[config.mk]
export PLATFORM = sky130hd
export DESIGN_NAME = scs_status_clock_select
export DESIGN_NICKNAME = d
export VERILOG_FILES = /design/src/logic/scs_pkg.sv /design/src/logic/scs_divider.sv /design/src/logic/scs_status_clock_select.sv
export VERILOG_INCLUDE_DIRS = /design/src /design/src/logic
export SDC_FILE = /design/constraint.sdc
export NUM_CORES = 1
export LEC_CHECK = 0
export BUFFER_PORTS_ARGS = -buffer_cell sky130_fd_sc_hd__buf_2
export CAP_MARGIN = 0
export CORE_ASPECT_RATIO = 1.5
export CORE_MARGIN = 8
export CORE_UTILIZATION = 45
export CTS_CLUSTER_DIAMETER = 40
export DETAILED_ROUTE_END_ITERATION = 16
export HOLD_SLACK_MARGIN = 0.05
export PLACE_DENSITY = 0.72
export SLEW_MARGIN = 20
export SYNTH_ARGS = -nofsm -noshare
export SYNTH_HDL_FRONTEND = slang
export SYNTH_HIERARCHICAL = 1
export SYNTH_SLANG_ARGS = --single-unit
export TNS_END_PERCENT = 30
[constraint.sdc]
create_clock -name i_clk -period 4.3 [get_ports i_clk]
set_input_delay 0.86 -clock i_clk [delete_from_list [all_inputs] [get_ports i_clk]]
set_output_delay 0.86 -clock i_clk [all_outputs]
set_load 0.02 [all_outputs]
[src/logic/scs_defs.svh]
`ifndef SCS_DEFS_SVH
`define SCS_DEFS_SVH
// register byte addresses (printed offsets are not all word multiples)
`define SCS_IDX_ROUTE_CTRL 8'h2d
`define SCS_IDX_DIV_A 8'h2e
`define SCS_IDX_DIV_B 8'h2f
`define SCS_IDX_STATUS_IN 8'h30
`define SCS_ADDR_W 10
`define SCS_RESET_ROUTE_CTRL 8'ha
`define SCS_RESET_DIV 8'h00
`define SCS_F_PRE_B_HI 7
`define SCS_F_PRE_B_LO 6
`define SCS_F_PRE_A_HI 5
`define SCS_F_PRE_A_LO 4
`define SCS_F_PIN_B_HI 3
`define SCS_F_PIN_B_LO 2
`define SCS_F_PIN_A_HI 1
`define SCS_F_PIN_A_LO 0
`define SCS_PRE_RATIO_LO 8'd4
`define SCS_PRE_RATIO_HI 8'd5
`define SCS_DIV_MIN_RATIO 9'd6
`define SCS_DIV_MIN_CODE 8'd5
`endif

[src/logic/scs_pkg.sv]
`include "scs_defs.svh"
package scs_pkg;
  typedef enum logic [1:0] {
    SCS_PIN_DIV_A = 2'h0,
    SCS_PIN_DIV_B = 2'h1,
    SCS_PIN_STATUS = 2'h2,
    SCS_PIN_OFF = 2'h3
  } scs_pin_sel_t;
  typedef enum logic [1:0] {
    SCS_PRE_OFF = 2'h0,
    SCS_PRE_DIV4 = 2'h1,
    SCS_PRE_DIV5 = 2'h2,
    SCS_PRE_RSVD = 2'h3
  } scs_pre_sel_t;
  typedef struct packed {
    scs_pre_sel_t pre_b;
    scs_pre_sel_t pre_a;
    scs_pin_sel_t pin_b;
    scs_pin_sel_t pin_a;
  } scs_route_t;
  typedef struct packed {
    logic [`SCS_ADDR_W-1:0] address;
    logic read;
    logic write;
    logic [31:0] writedata;
  } scs_av_req_t;
endpackage : scs_pkg

[src/logic/scs_divider.sv]
`timescale 1ns/100ps
`include "scs_defs.svh"
// counts enable ticks; emits a one-cycle tick and a toggling clock every ratio ticks
module scs_divider (
  input wire logic i_clk,
  input wire logic i_rst_n,
  input wire logic i_en,
  input wire logic i_tick,
  input wire logic [8:0] i_ratio,
  output logic o_tick,
  output logic o_clk
);
  logic [8:0] cnt;
  logic [8:0] next_cnt;
  logic next_tick;
  logic next_clk;
  always_comb begin
    next_cnt = cnt;
    next_tick = 1'b0;
    next_clk = o_clk;
    if (!i_en) begin
      // disabled path held static low
      next_cnt = 9'd0;
      next_clk = 1'b0;
    end else if (i_tick) begin
      if (cnt >= i_ratio - 9'd1) begin
        next_cnt = 9'd0;
        next_tick = 1'b1;
      end else begin
        next_cnt = cnt + 9'd1;
      end
      if (cnt == 9'd0 || cnt == (i_ratio >> 1)) begin
        next_clk = (cnt == 9'd0);
      end
    end
  end
  always_ff @(posedge i_clk) begin
    if (!i_rst_n) begin
      cnt <= 9'd0;
      o_tick <= 1'b0;
      o_clk <= 1'b0;
    end else begin
      cnt <= next_cnt;
      o_tick <= next_tick;
      o_clk <= next_clk;
    end
  end
endmodule : scs_divider

[src/logic/scs_status_clock_select.sv]
`timescale 1ns/100ps
`include "scs_defs.svh"
// What this block does
// - each status pin may carry clock from output divider a or b per its selection
// - output dividers are fed from synth a or synth b pre-divided clock
// - bits 7:6 pick synth b pre-divider: off, by 4, by 5, reserved
// - bits 5:4 pick synth a pre-divider: off, by 4, by 5, reserved
// - bits 3:2 pick pin b source; reset normal status
// - bits 1:0 pick pin a source; reset normal status
// - divider code 0 off, 1..5 divide by 6, else code plus one
module scs_status_clock_select (
  input wire logic i_clk,
  input wire logic i_rst_n,
  input wire logic [`SCS_ADDR_W-1:0] i_avs_address,
  input wire logic i_avs_read,
  input wire logic i_avs_write,
  input wire logic [31:0] i_avs_writedata,
  input wire logic [3:0] i_avs_byteenable,
  output logic [31:0] o_avs_readdata,
  output logic o_avs_waitrequest,
  input wire logic i_synth_a_clk,
  input wire logic i_synth_b_clk,
  input wire logic i_status_a,
  input wire logic i_status_b,
  output logic o_status_pin_a,
  output logic o_status_pin_a_oe_n,
  output logic o_status_pin_b,
  output logic o_status_pin_b_oe_n,
  output logic o_prescale_a_clk,
  output logic o_prescale_b_clk
);
  scs_pkg::scs_route_t route;
  scs_pkg::scs_route_t next_route;
  logic [7:0] div_a_code;
  logic [7:0] div_b_code;
  logic [7:0] next_div_a_code;
  logic [7:0] next_div_b_code;
  logic next_waitrequest;
  logic [31:0] next_readdata;
  scs_pkg::scs_av_req_t req;
  logic hit;
  logic commit;
  logic stat_a;
  logic stat_b;

  // one cycle of wait per access: answer registered the edge after the request
  function automatic logic [31:0] merge(input logic [7:0] old, input logic [31:0] wd, input logic be0);
    merge = {24'h0, be0 ? wd[7:0] : old};
  endfunction : merge

  function automatic logic [8:0] pre_ratio(input scs_pkg::scs_pre_sel_t s);
    unique case (s)
      scs_pkg::SCS_PRE_DIV4: pre_ratio = {1'b0, `SCS_PRE_RATIO_LO};
      scs_pkg::SCS_PRE_DIV5: pre_ratio = {1'b0, `SCS_PRE_RATIO_HI};
      default: pre_ratio = 9'd0;
    endcase
  endfunction : pre_ratio

  function automatic logic [8:0] div_ratio(input logic [7:0] code);
    if (code <= `SCS_DIV_MIN_CODE) begin
      div_ratio = `SCS_DIV_MIN_RATIO;
    end else begin
      div_ratio = {1'b0, code} + 9'd1;
    end
  endfunction : div_ratio

  function automatic logic pre_on(input scs_pkg::scs_pre_sel_t s);
    pre_on = (s == scs_pkg::SCS_PRE_DIV4) || (s == scs_pkg::SCS_PRE_DIV5);
  endfunction : pre_on

  assign req = '{address: i_avs_address, read: i_avs_read, write: i_avs_write, writedata: i_avs_writedata};
  assign hit = o_avs_waitrequest && (req.read || req.write);
  assign commit = !o_avs_waitrequest && req.write;

  always_comb begin
    next_route = route;
    next_div_a_code = div_a_code;
    next_div_b_code = div_b_code;
    next_readdata = o_avs_readdata;
    next_waitrequest = 1'b1;
    if (hit) begin
      next_waitrequest = 1'b0;
      unique case (req.address)
        {2'h0, `SCS_IDX_ROUTE_CTRL}: begin
          next_readdata = {24'h0, route};
        end
        {2'h0, `SCS_IDX_DIV_A}: begin
          next_readdata = {24'h0, div_a_code};
        end
        {2'h0, `SCS_IDX_DIV_B}: begin
          next_readdata = {24'h0, div_b_code};
        end
        {2'h0, `SCS_IDX_STATUS_IN}: begin
          next_readdata = {30'h0, stat_b, stat_a};
        end
        default: begin
          next_readdata = 32'h0;
        end
      endcase
    end
    // write lands on the edge where the master sees waitrequest low, never earlier
    if (commit) begin
      unique case (req.address)
        {2'h0, `SCS_IDX_ROUTE_CTRL}: begin
          next_route = scs_pkg::scs_route_t'(
            8'(merge(route, req.writedata, i_avs_byteenable[0])));
        end
        {2'h0, `SCS_IDX_DIV_A}: begin
          next_div_a_code = 8'(merge(div_a_code, req.writedata, i_avs_byteenable[0]));
        end
        {2'h0, `SCS_IDX_DIV_B}: begin
          next_div_b_code = 8'(merge(div_b_code, req.writedata, i_avs_byteenable[0]));
        end
        default: begin
          // unmapped or read-only: write dropped
        end
      endcase
    end
  end

  always_ff @(posedge i_clk) begin
    if (!i_rst_n) begin
      route <= scs_pkg::scs_route_t'(`SCS_RESET_ROUTE_CTRL);
      div_a_code <= `SCS_RESET_DIV;
      div_b_code <= `SCS_RESET_DIV;
      o_avs_readdata <= 32'h0;
      o_avs_waitrequest <= 1'b1;
    end else begin
      route <= next_route;
      div_a_code <= next_div_a_code;
      div_b_code <= next_div_b_code;
      o_avs_readdata <= next_readdata;
      o_avs_waitrequest <= next_waitrequest;
    end
  end

  // synth clocks and status levels come from outside: two flops each
  logic [1:0] sync_sa;
  logic [1:0] sync_sb;
  logic [1:0] sync_st_a;
  logic [1:0] sync_st_b;
  logic sa_q;
  logic sb_q;
  always_ff @(posedge i_clk) begin
    if (!i_rst_n) begin
      sync_sa <= 2'b00;
      sync_sb <= 2'b00;
      sync_st_a <= 2'b00;
      sync_st_b <= 2'b00;
      sa_q <= 1'b0;
      sb_q <= 1'b0;
    end else begin
      sync_sa <= {sync_sa[0], i_synth_a_clk};
      sync_sb <= {sync_sb[0], i_synth_b_clk};
      sync_st_a <= {sync_st_a[0], i_status_a};
      sync_st_b <= {sync_st_b[0], i_status_b};
      sa_q <= sync_sa[1];
      sb_q <= sync_sb[1];
    end
  end
  assign stat_a = sync_st_a[1];
  assign stat_b = sync_st_b[1];

  // rising edges of the sampled synth clocks act as count enables
  logic edge_a;
  logic edge_b;
  assign edge_a = sync_sa[1] && !sa_q;
  assign edge_b = sync_sb[1] && !sb_q;

  logic pre_a_tick;
  logic pre_b_tick;
  logic pre_a_clk;
  logic pre_b_clk;
  logic div_a_tick;
  logic div_a_clk;
  logic div_b_clk;

  scs_divider u_pre_a (
    .i_clk(i_clk), .i_rst_n(i_rst_n), .i_en(pre_on(route.pre_a)), .i_tick(edge_a),
    .i_ratio(pre_ratio(route.pre_a)), .o_tick(pre_a_tick), .o_clk(pre_a_clk));
  scs_divider u_pre_b (
    .i_clk(i_clk), .i_rst_n(i_rst_n), .i_en(pre_on(route.pre_b)), .i_tick(edge_b),
    .i_ratio(pre_ratio(route.pre_b)), .o_tick(pre_b_tick), .o_clk(pre_b_clk));

  // divider a runs from synth a pre-divider, divider b from synth b
  scs_divider u_div_a (
    .i_clk(i_clk), .i_rst_n(i_rst_n), .i_en(div_a_code != 8'h00 && pre_on(route.pre_a)), .i_tick(pre_a_tick),
    .i_ratio(div_ratio(div_a_code)), .o_tick(div_a_tick), .o_clk(div_a_clk));
  scs_divider u_div_b (
    .i_clk(i_clk), .i_rst_n(i_rst_n), .i_en(div_b_code != 8'h00 && pre_on(route.pre_b)), .i_tick(pre_b_tick),
    .i_ratio(div_ratio(div_b_code)), .o_tick(), .o_clk(div_b_clk));

  function automatic logic pin_val(input scs_pkg::scs_pin_sel_t s, input logic st);
    unique case (s)
      scs_pkg::SCS_PIN_DIV_A: pin_val = div_a_clk;
      scs_pkg::SCS_PIN_DIV_B: pin_val = div_b_clk;
      scs_pkg::SCS_PIN_STATUS: pin_val = st;
      scs_pkg::SCS_PIN_OFF: pin_val = 1'b0;
    endcase
  endfunction : pin_val

  logic next_pin_a;
  logic next_pin_b;
  logic next_oe_a_n;
  logic next_oe_b_n;
  always_comb begin
    next_pin_a = pin_val(route.pin_a, stat_a);
    next_pin_b = pin_val(route.pin_b, stat_b);
    next_oe_a_n = (route.pin_a == scs_pkg::SCS_PIN_OFF);
    next_oe_b_n = (route.pin_b == scs_pkg::SCS_PIN_OFF);
  end
  always_ff @(posedge i_clk) begin
    if (!i_rst_n) begin
      o_status_pin_a <= 1'b0;
      o_status_pin_b <= 1'b0;
      o_status_pin_a_oe_n <= 1'b0;
      o_status_pin_b_oe_n <= 1'b0;
      o_prescale_a_clk <= 1'b0;
      o_prescale_b_clk <= 1'b0;
    end else begin
      o_status_pin_a <= next_pin_a;
      o_status_pin_b <= next_pin_b;
      o_status_pin_a_oe_n <= next_oe_a_n;
      o_status_pin_b_oe_n <= next_oe_b_n;
      o_prescale_a_clk <= pre_a_clk;
      o_prescale_b_clk <= pre_b_clk;
    end
  end
endmodule : scs_status_clock_select
**Word level (Yosys, flattened, before mapping)**

Cells that the tools add are included.

- $add $sub $neg: 10
- Order comparisons: 6
- Eq/ne operators: 18
- Muxes and demuxes: 14
- Reduce and logical (&&, ||, !) cells: 37

Operators with widths:

| cell | count |
|---|---|
| 9-bit two-way mux | 6 |
| 10-bit by 6-bit equality test with 1-bit output (second input constant) | 4 |
| 9-bit by 1-bit adder with 9-bit output (second input constant) | 4 |
| 9-bit >= comparator | 4 |
| 9-bit zero test | 4 |
| 8-bit case mux with 4 select lines | 1 |
| 8-bit by 1-bit adder with 9-bit output (second input constant) | 2 |
| 9-bit by 2-bit equality test with 1-bit output | 2 |
| 9-bit by 8-bit equality test with 1-bit output | 2 |
| 9-bit by 1-bit subtractor with 9-bit output (second input constant) | 2 |
| 8-bit by 3-bit <= comparator with 1-bit output (second input constant) | 2 |
| 2-bit AND reduction | 8 |
| 8-bit nonzero test | 2 |
| 3-bit AND reduction | 5 |
| 2-bit equality test (second input constant) | 6 |
| 3-bit case mux with 2 select lines | 2 |
| 2-bit by 1-bit equality test with 1-bit output (second input constant) | 4 |
| 1-bit case mux with 4 select lines | 2 |
| 3-bit by 1-bit subtractor with 4-bit output (second input constant) | 2 |
| 1-bit logical OR | 7 |
| 1-bit logical AND | 6 |
| 2-bit zero test | 2 |
| 1-bit zero test | 3 |
| 1-bit two-way mux | 3 |

- Bits in registers: 115
- Bits of input ports: 54
- Output and inout bits: 39
- Logic and storage cells: 115

**Depth between registers and ports, before layout**

- Depth after elaboration: 5
- Gate-level depth with buffers: 15
- Depth with buffers taken out: 15

**By module**

The synthesis kept the hierarchy.

By module, submodules not included:

| module | instances | cells an instance | area an instance (um2) | seq. area each (um2) |
|---|---|---|---|---|
| scs_status_clock_select | 1 | 295 | 2,577.5 | 980.9 |
| scs_divider at u_div_b ... | 2 | 116 | 1,039.7 | 220.2 |
| scs_divider at u_pre_a | 1 | 120 | 1,002.2 | 220.2 |
| scs_divider at u_div_a | 1 | 108 | 953.4 | 220.2 |

**Worst setup path before layout**

OpenSTA, ideal clock, no wires.

- Kind: register to register
- Start: reg div_b_code[0]
- End: reg, netlist name u_div_b/o_tick
- Library setup time: 0.072 ns
- Data arrival time: 2.945 ns
- Required time: 4.228 ns
- Setup slack: 1.282 ns
- Stages on the path, launching flop included: 15
- Buffers on the path: 0
- Clock period less this slack: 3.018 ns
- Cells stage by stage: dfxtp_1 inv_1 ha_1 o31a_1 or2_2 inv_1 ha_1 nand2_1 nor3_1 xnor2_1 ha_1 nand4_1 or3_4 o211ai_4 nor3b_2

RTL lines:

| element | line | text |
|---|---|---|
| start, declared | scs_status_clock_select.sv:35 | `logic [7:0] div_b_code;` |
| start signal, assigned | scs_status_clock_select.sv:125 | `` div_b_code <= `SCS_RESET_DIV; `` |
| start signal, assigned | scs_status_clock_select.sv:131 | `div_b_code <= next_div_b_code;` |

**Worst setup path after layout**

- Start: reg div_b_code[0]
- End: reg u_div_b.cnt[8]

- Cells in the longest elaborated chain, start to end: 5
- Elaborated cells between the ends (all ways): 9
- Classes of those cells: add/sub (2); order compare (2); mux (2); reduce/logical (3)

RTL lines:

| element | line | text |
|---|---|---|
| 8-bit by 1-bit adder with 9-bit output or 8-bit by 3-bit <= comparator with 1-bit output (tied branches) | n/a |  |
| 9-bit two-way mux | scs_status_clock_select.sv:60 | `` if (code <= `SCS_DIV_MIN_CODE) begin `` |
| 9-bit by 1-bit subtractor with 9-bit output | scs_divider.sv:26 | `if (cnt >= i_ratio - 9'd1) begin` |
| 9-bit >= comparator | scs_divider.sv:26 |  |
| 9-bit two-way mux | scs_divider.sv:26 |  |
| end signal, assigned | scs_divider.sv:43 | `cnt <= next_cnt;` |
| end, declared | scs_divider.sv:13 | `logic [8:0] cnt;` |

Parallel ways exist; a longest one is shown, timed or not.
A chain may end at the register's enable or synchronous reset.

==> metrics <==
# nets final 937; R2R Path Start div_b_code[0]; RSZ-0062 raised after global routing false; placer congestion estimate 0.8552; Hold Crit Start sync_sa[0]; Critical Path Source div_b_code[0]; DP Area 6940 um^2; Die Area 18,760 um^2; largest net degree at the start of global routing 57; combinational share of power 6.7%; switching power 0.0004248 W; Hold WC Path Type reg2reg; I/O Buffers 41; H-tree depth 3; Post-Syn Instances 751; first-pass GRT wire length 24,570 um; CTS Buffer Depth 2; ANT nets after route 0; area grow syn2layout 10.60%; wire per inst 14.39 um; clock share of power 46.0%; GRT Util Overall 16.15%; Worst EP arrival 3640 ps; FP Rows 54; Hold EP sync_sa[1]; Worst EP required 4510 ps; status complete, no violations; Setup crit end kind flop; max cap viols 0; Hold-fix buffers, CTS 0; Initial DRC Count 249; Yosys Warn Count 6; Root Buffer clkbuf_16; Worst Reg-to-Reg Cells 13; sequential share of power 47.3%; Setup WS pre-CTS 861.1 ps; CP max stage delay 490 ps; detailed placement HPWL 11,300 um; power per cell area 247.9 nW/um^2; number of global-route vias before repair 5,188; # fillers 1,406; CTS Buf Count 9; sw frac 23.65%; leakage 2.804 nW; via count 5,284; DR pass1 iterations 6; worst IR drop on VDD 0.1490 mV; footprint of the multi-input gates 4529 um^2; WS Path Type reg2reg; CTS tree built; Int Power 0.001372 W; worst hold stages 1; Via density 5.150; endpoints failing hold 0; Top Ports 93; CP most frequent cell ha_1; total gr overflow 0; overall routed net length 14,760 um; Worst Setup Slack, final 870.9 ps; Clock transition at path regs 70 ps; CP delay by family, top simple AND/OR/NAND/NOR gates; Crit Path Max Fanout 7; Worst setup SP type flop; final worst path period share 79.75%; relative slew slack 39.26%; Avg Synthesized Cell Area 8.725 um^2; post-CTS setup buffers 0; fin area 7247 um^2; FMAX 0.2916 GHz; clock skew 9.034 ps; register area 1822 um^2; core outline area 14,390 um^2; Sink Count 91; r2r setup slk 870 ps; WHS 432.4 ps; initial antenna violation count 1; share of cells above drive strength 1 12.53%; CP bufs+invs 1; # diodes 0; # DRC 0; chip width 114.5 um; Worst Max-Slew Pin Slew 909.2 ps; PostCTS Resize Cnt 0; Clk Latency, worst-skew pair 340 ps; fin util 50.36%; critical path, cell by cell inv_1, ha_1, o31a_1, nand2b_1, nor4_1, nand2_1, nor3_1, xnor2_1, ha_1, nand4_1, or2_1, o211ai_4, a211oi_1; Mapped Area 6553 um^2; Reg2Reg Capture Point u_div_b/cnt[8]; Pins Over Slew Limit 0; Die Span Y 163.8 um; Final min period 3429 ps; Initial Util 45.53%; # setup viols final 0; setup TNS 0 ps; slowest CP cell dfxtp_1
## worst max path at each step
stage	endpoint	slack, ps	cells past startpoint
after floorplan	u_div_b/cnt[3]	1310	14
after global placement	u_div_b/cnt[8]	870	13
after detailed placement	u_div_b/cnt[4]	860	13
after CTS	u_div_b/cnt[8]	830	13
after global routing	u_div_b/cnt[8]	520	13
final	u_div_b/cnt[8]	870	13
## power by group through the flow
stage / clock [W] / combinational, W / sequential, W
final: 0.000826 / 0.000121 / 0.000850
after global placement: 0 / 0.000117 / 0.000869
after detailed placement: 0 / 0.000118 / 0.000869
after floorplan: 0 / 0.000105 / 0.000870
after CTS: 0.000844 / 0.000119 / 0.000850
after global routing: 0.000872 / 0.000135 / 0.000850
## stage by stage
stage / std cells / total power [W]
CTS: 1026 / 0.001812
detailed placement: 1010 / 0.0009874
finish: 1026 / 0.001797
global route: 1026 / 0.001857
global placement: 1010 / 0.0009858
floorplan: 824 / 0.0009750
## cell usage in the layout, fill, tap and decap left out, types with 31 or more instances in the layout
master,count
dfxtp_1,91
nand2_1,74
conb_1,74
ha_1,58
xnor2_1,56
buf_2,41
xor2_1,38
inv_1,31
nand3_1,31
nor2_1,31
## metal layers
layer,share of wire (%),vias up,GRT usage [%],wire length [um]
met3,4.1,24,2.908,609
met1,43,2455,17.99,6304
met2,51,99,28.92,7474
met4,2.5,2,7.538,367
met5,0.054,-,0,8
li1,-,2704,-,-
## area by class of cell
class	instances	share of cell area (%)
clock buffers	13	3.591
inverters	33	1.709
repair buffers	43	3.039
well taps	196	3.384
multi-input cells	647	62.50
flip-flops and latches	91	25.14
clock inverters	3	0.6388
## state kept, by name (all words and copies together), names as in the netlist, 2 cells and up
register,cells
u_div_a/cnt,9
u_div_b/cnt,9
u_pre_a/cnt,9
u_pre_b/cnt,9
div_a_code,8
div_b_code,8
o_avs_readdata,8
route,8
sync_sa,2
sync_sb,2
sync_st_a,2
sync_st_b,2
No activity file was read; power rests on OpenSTA's default activity.
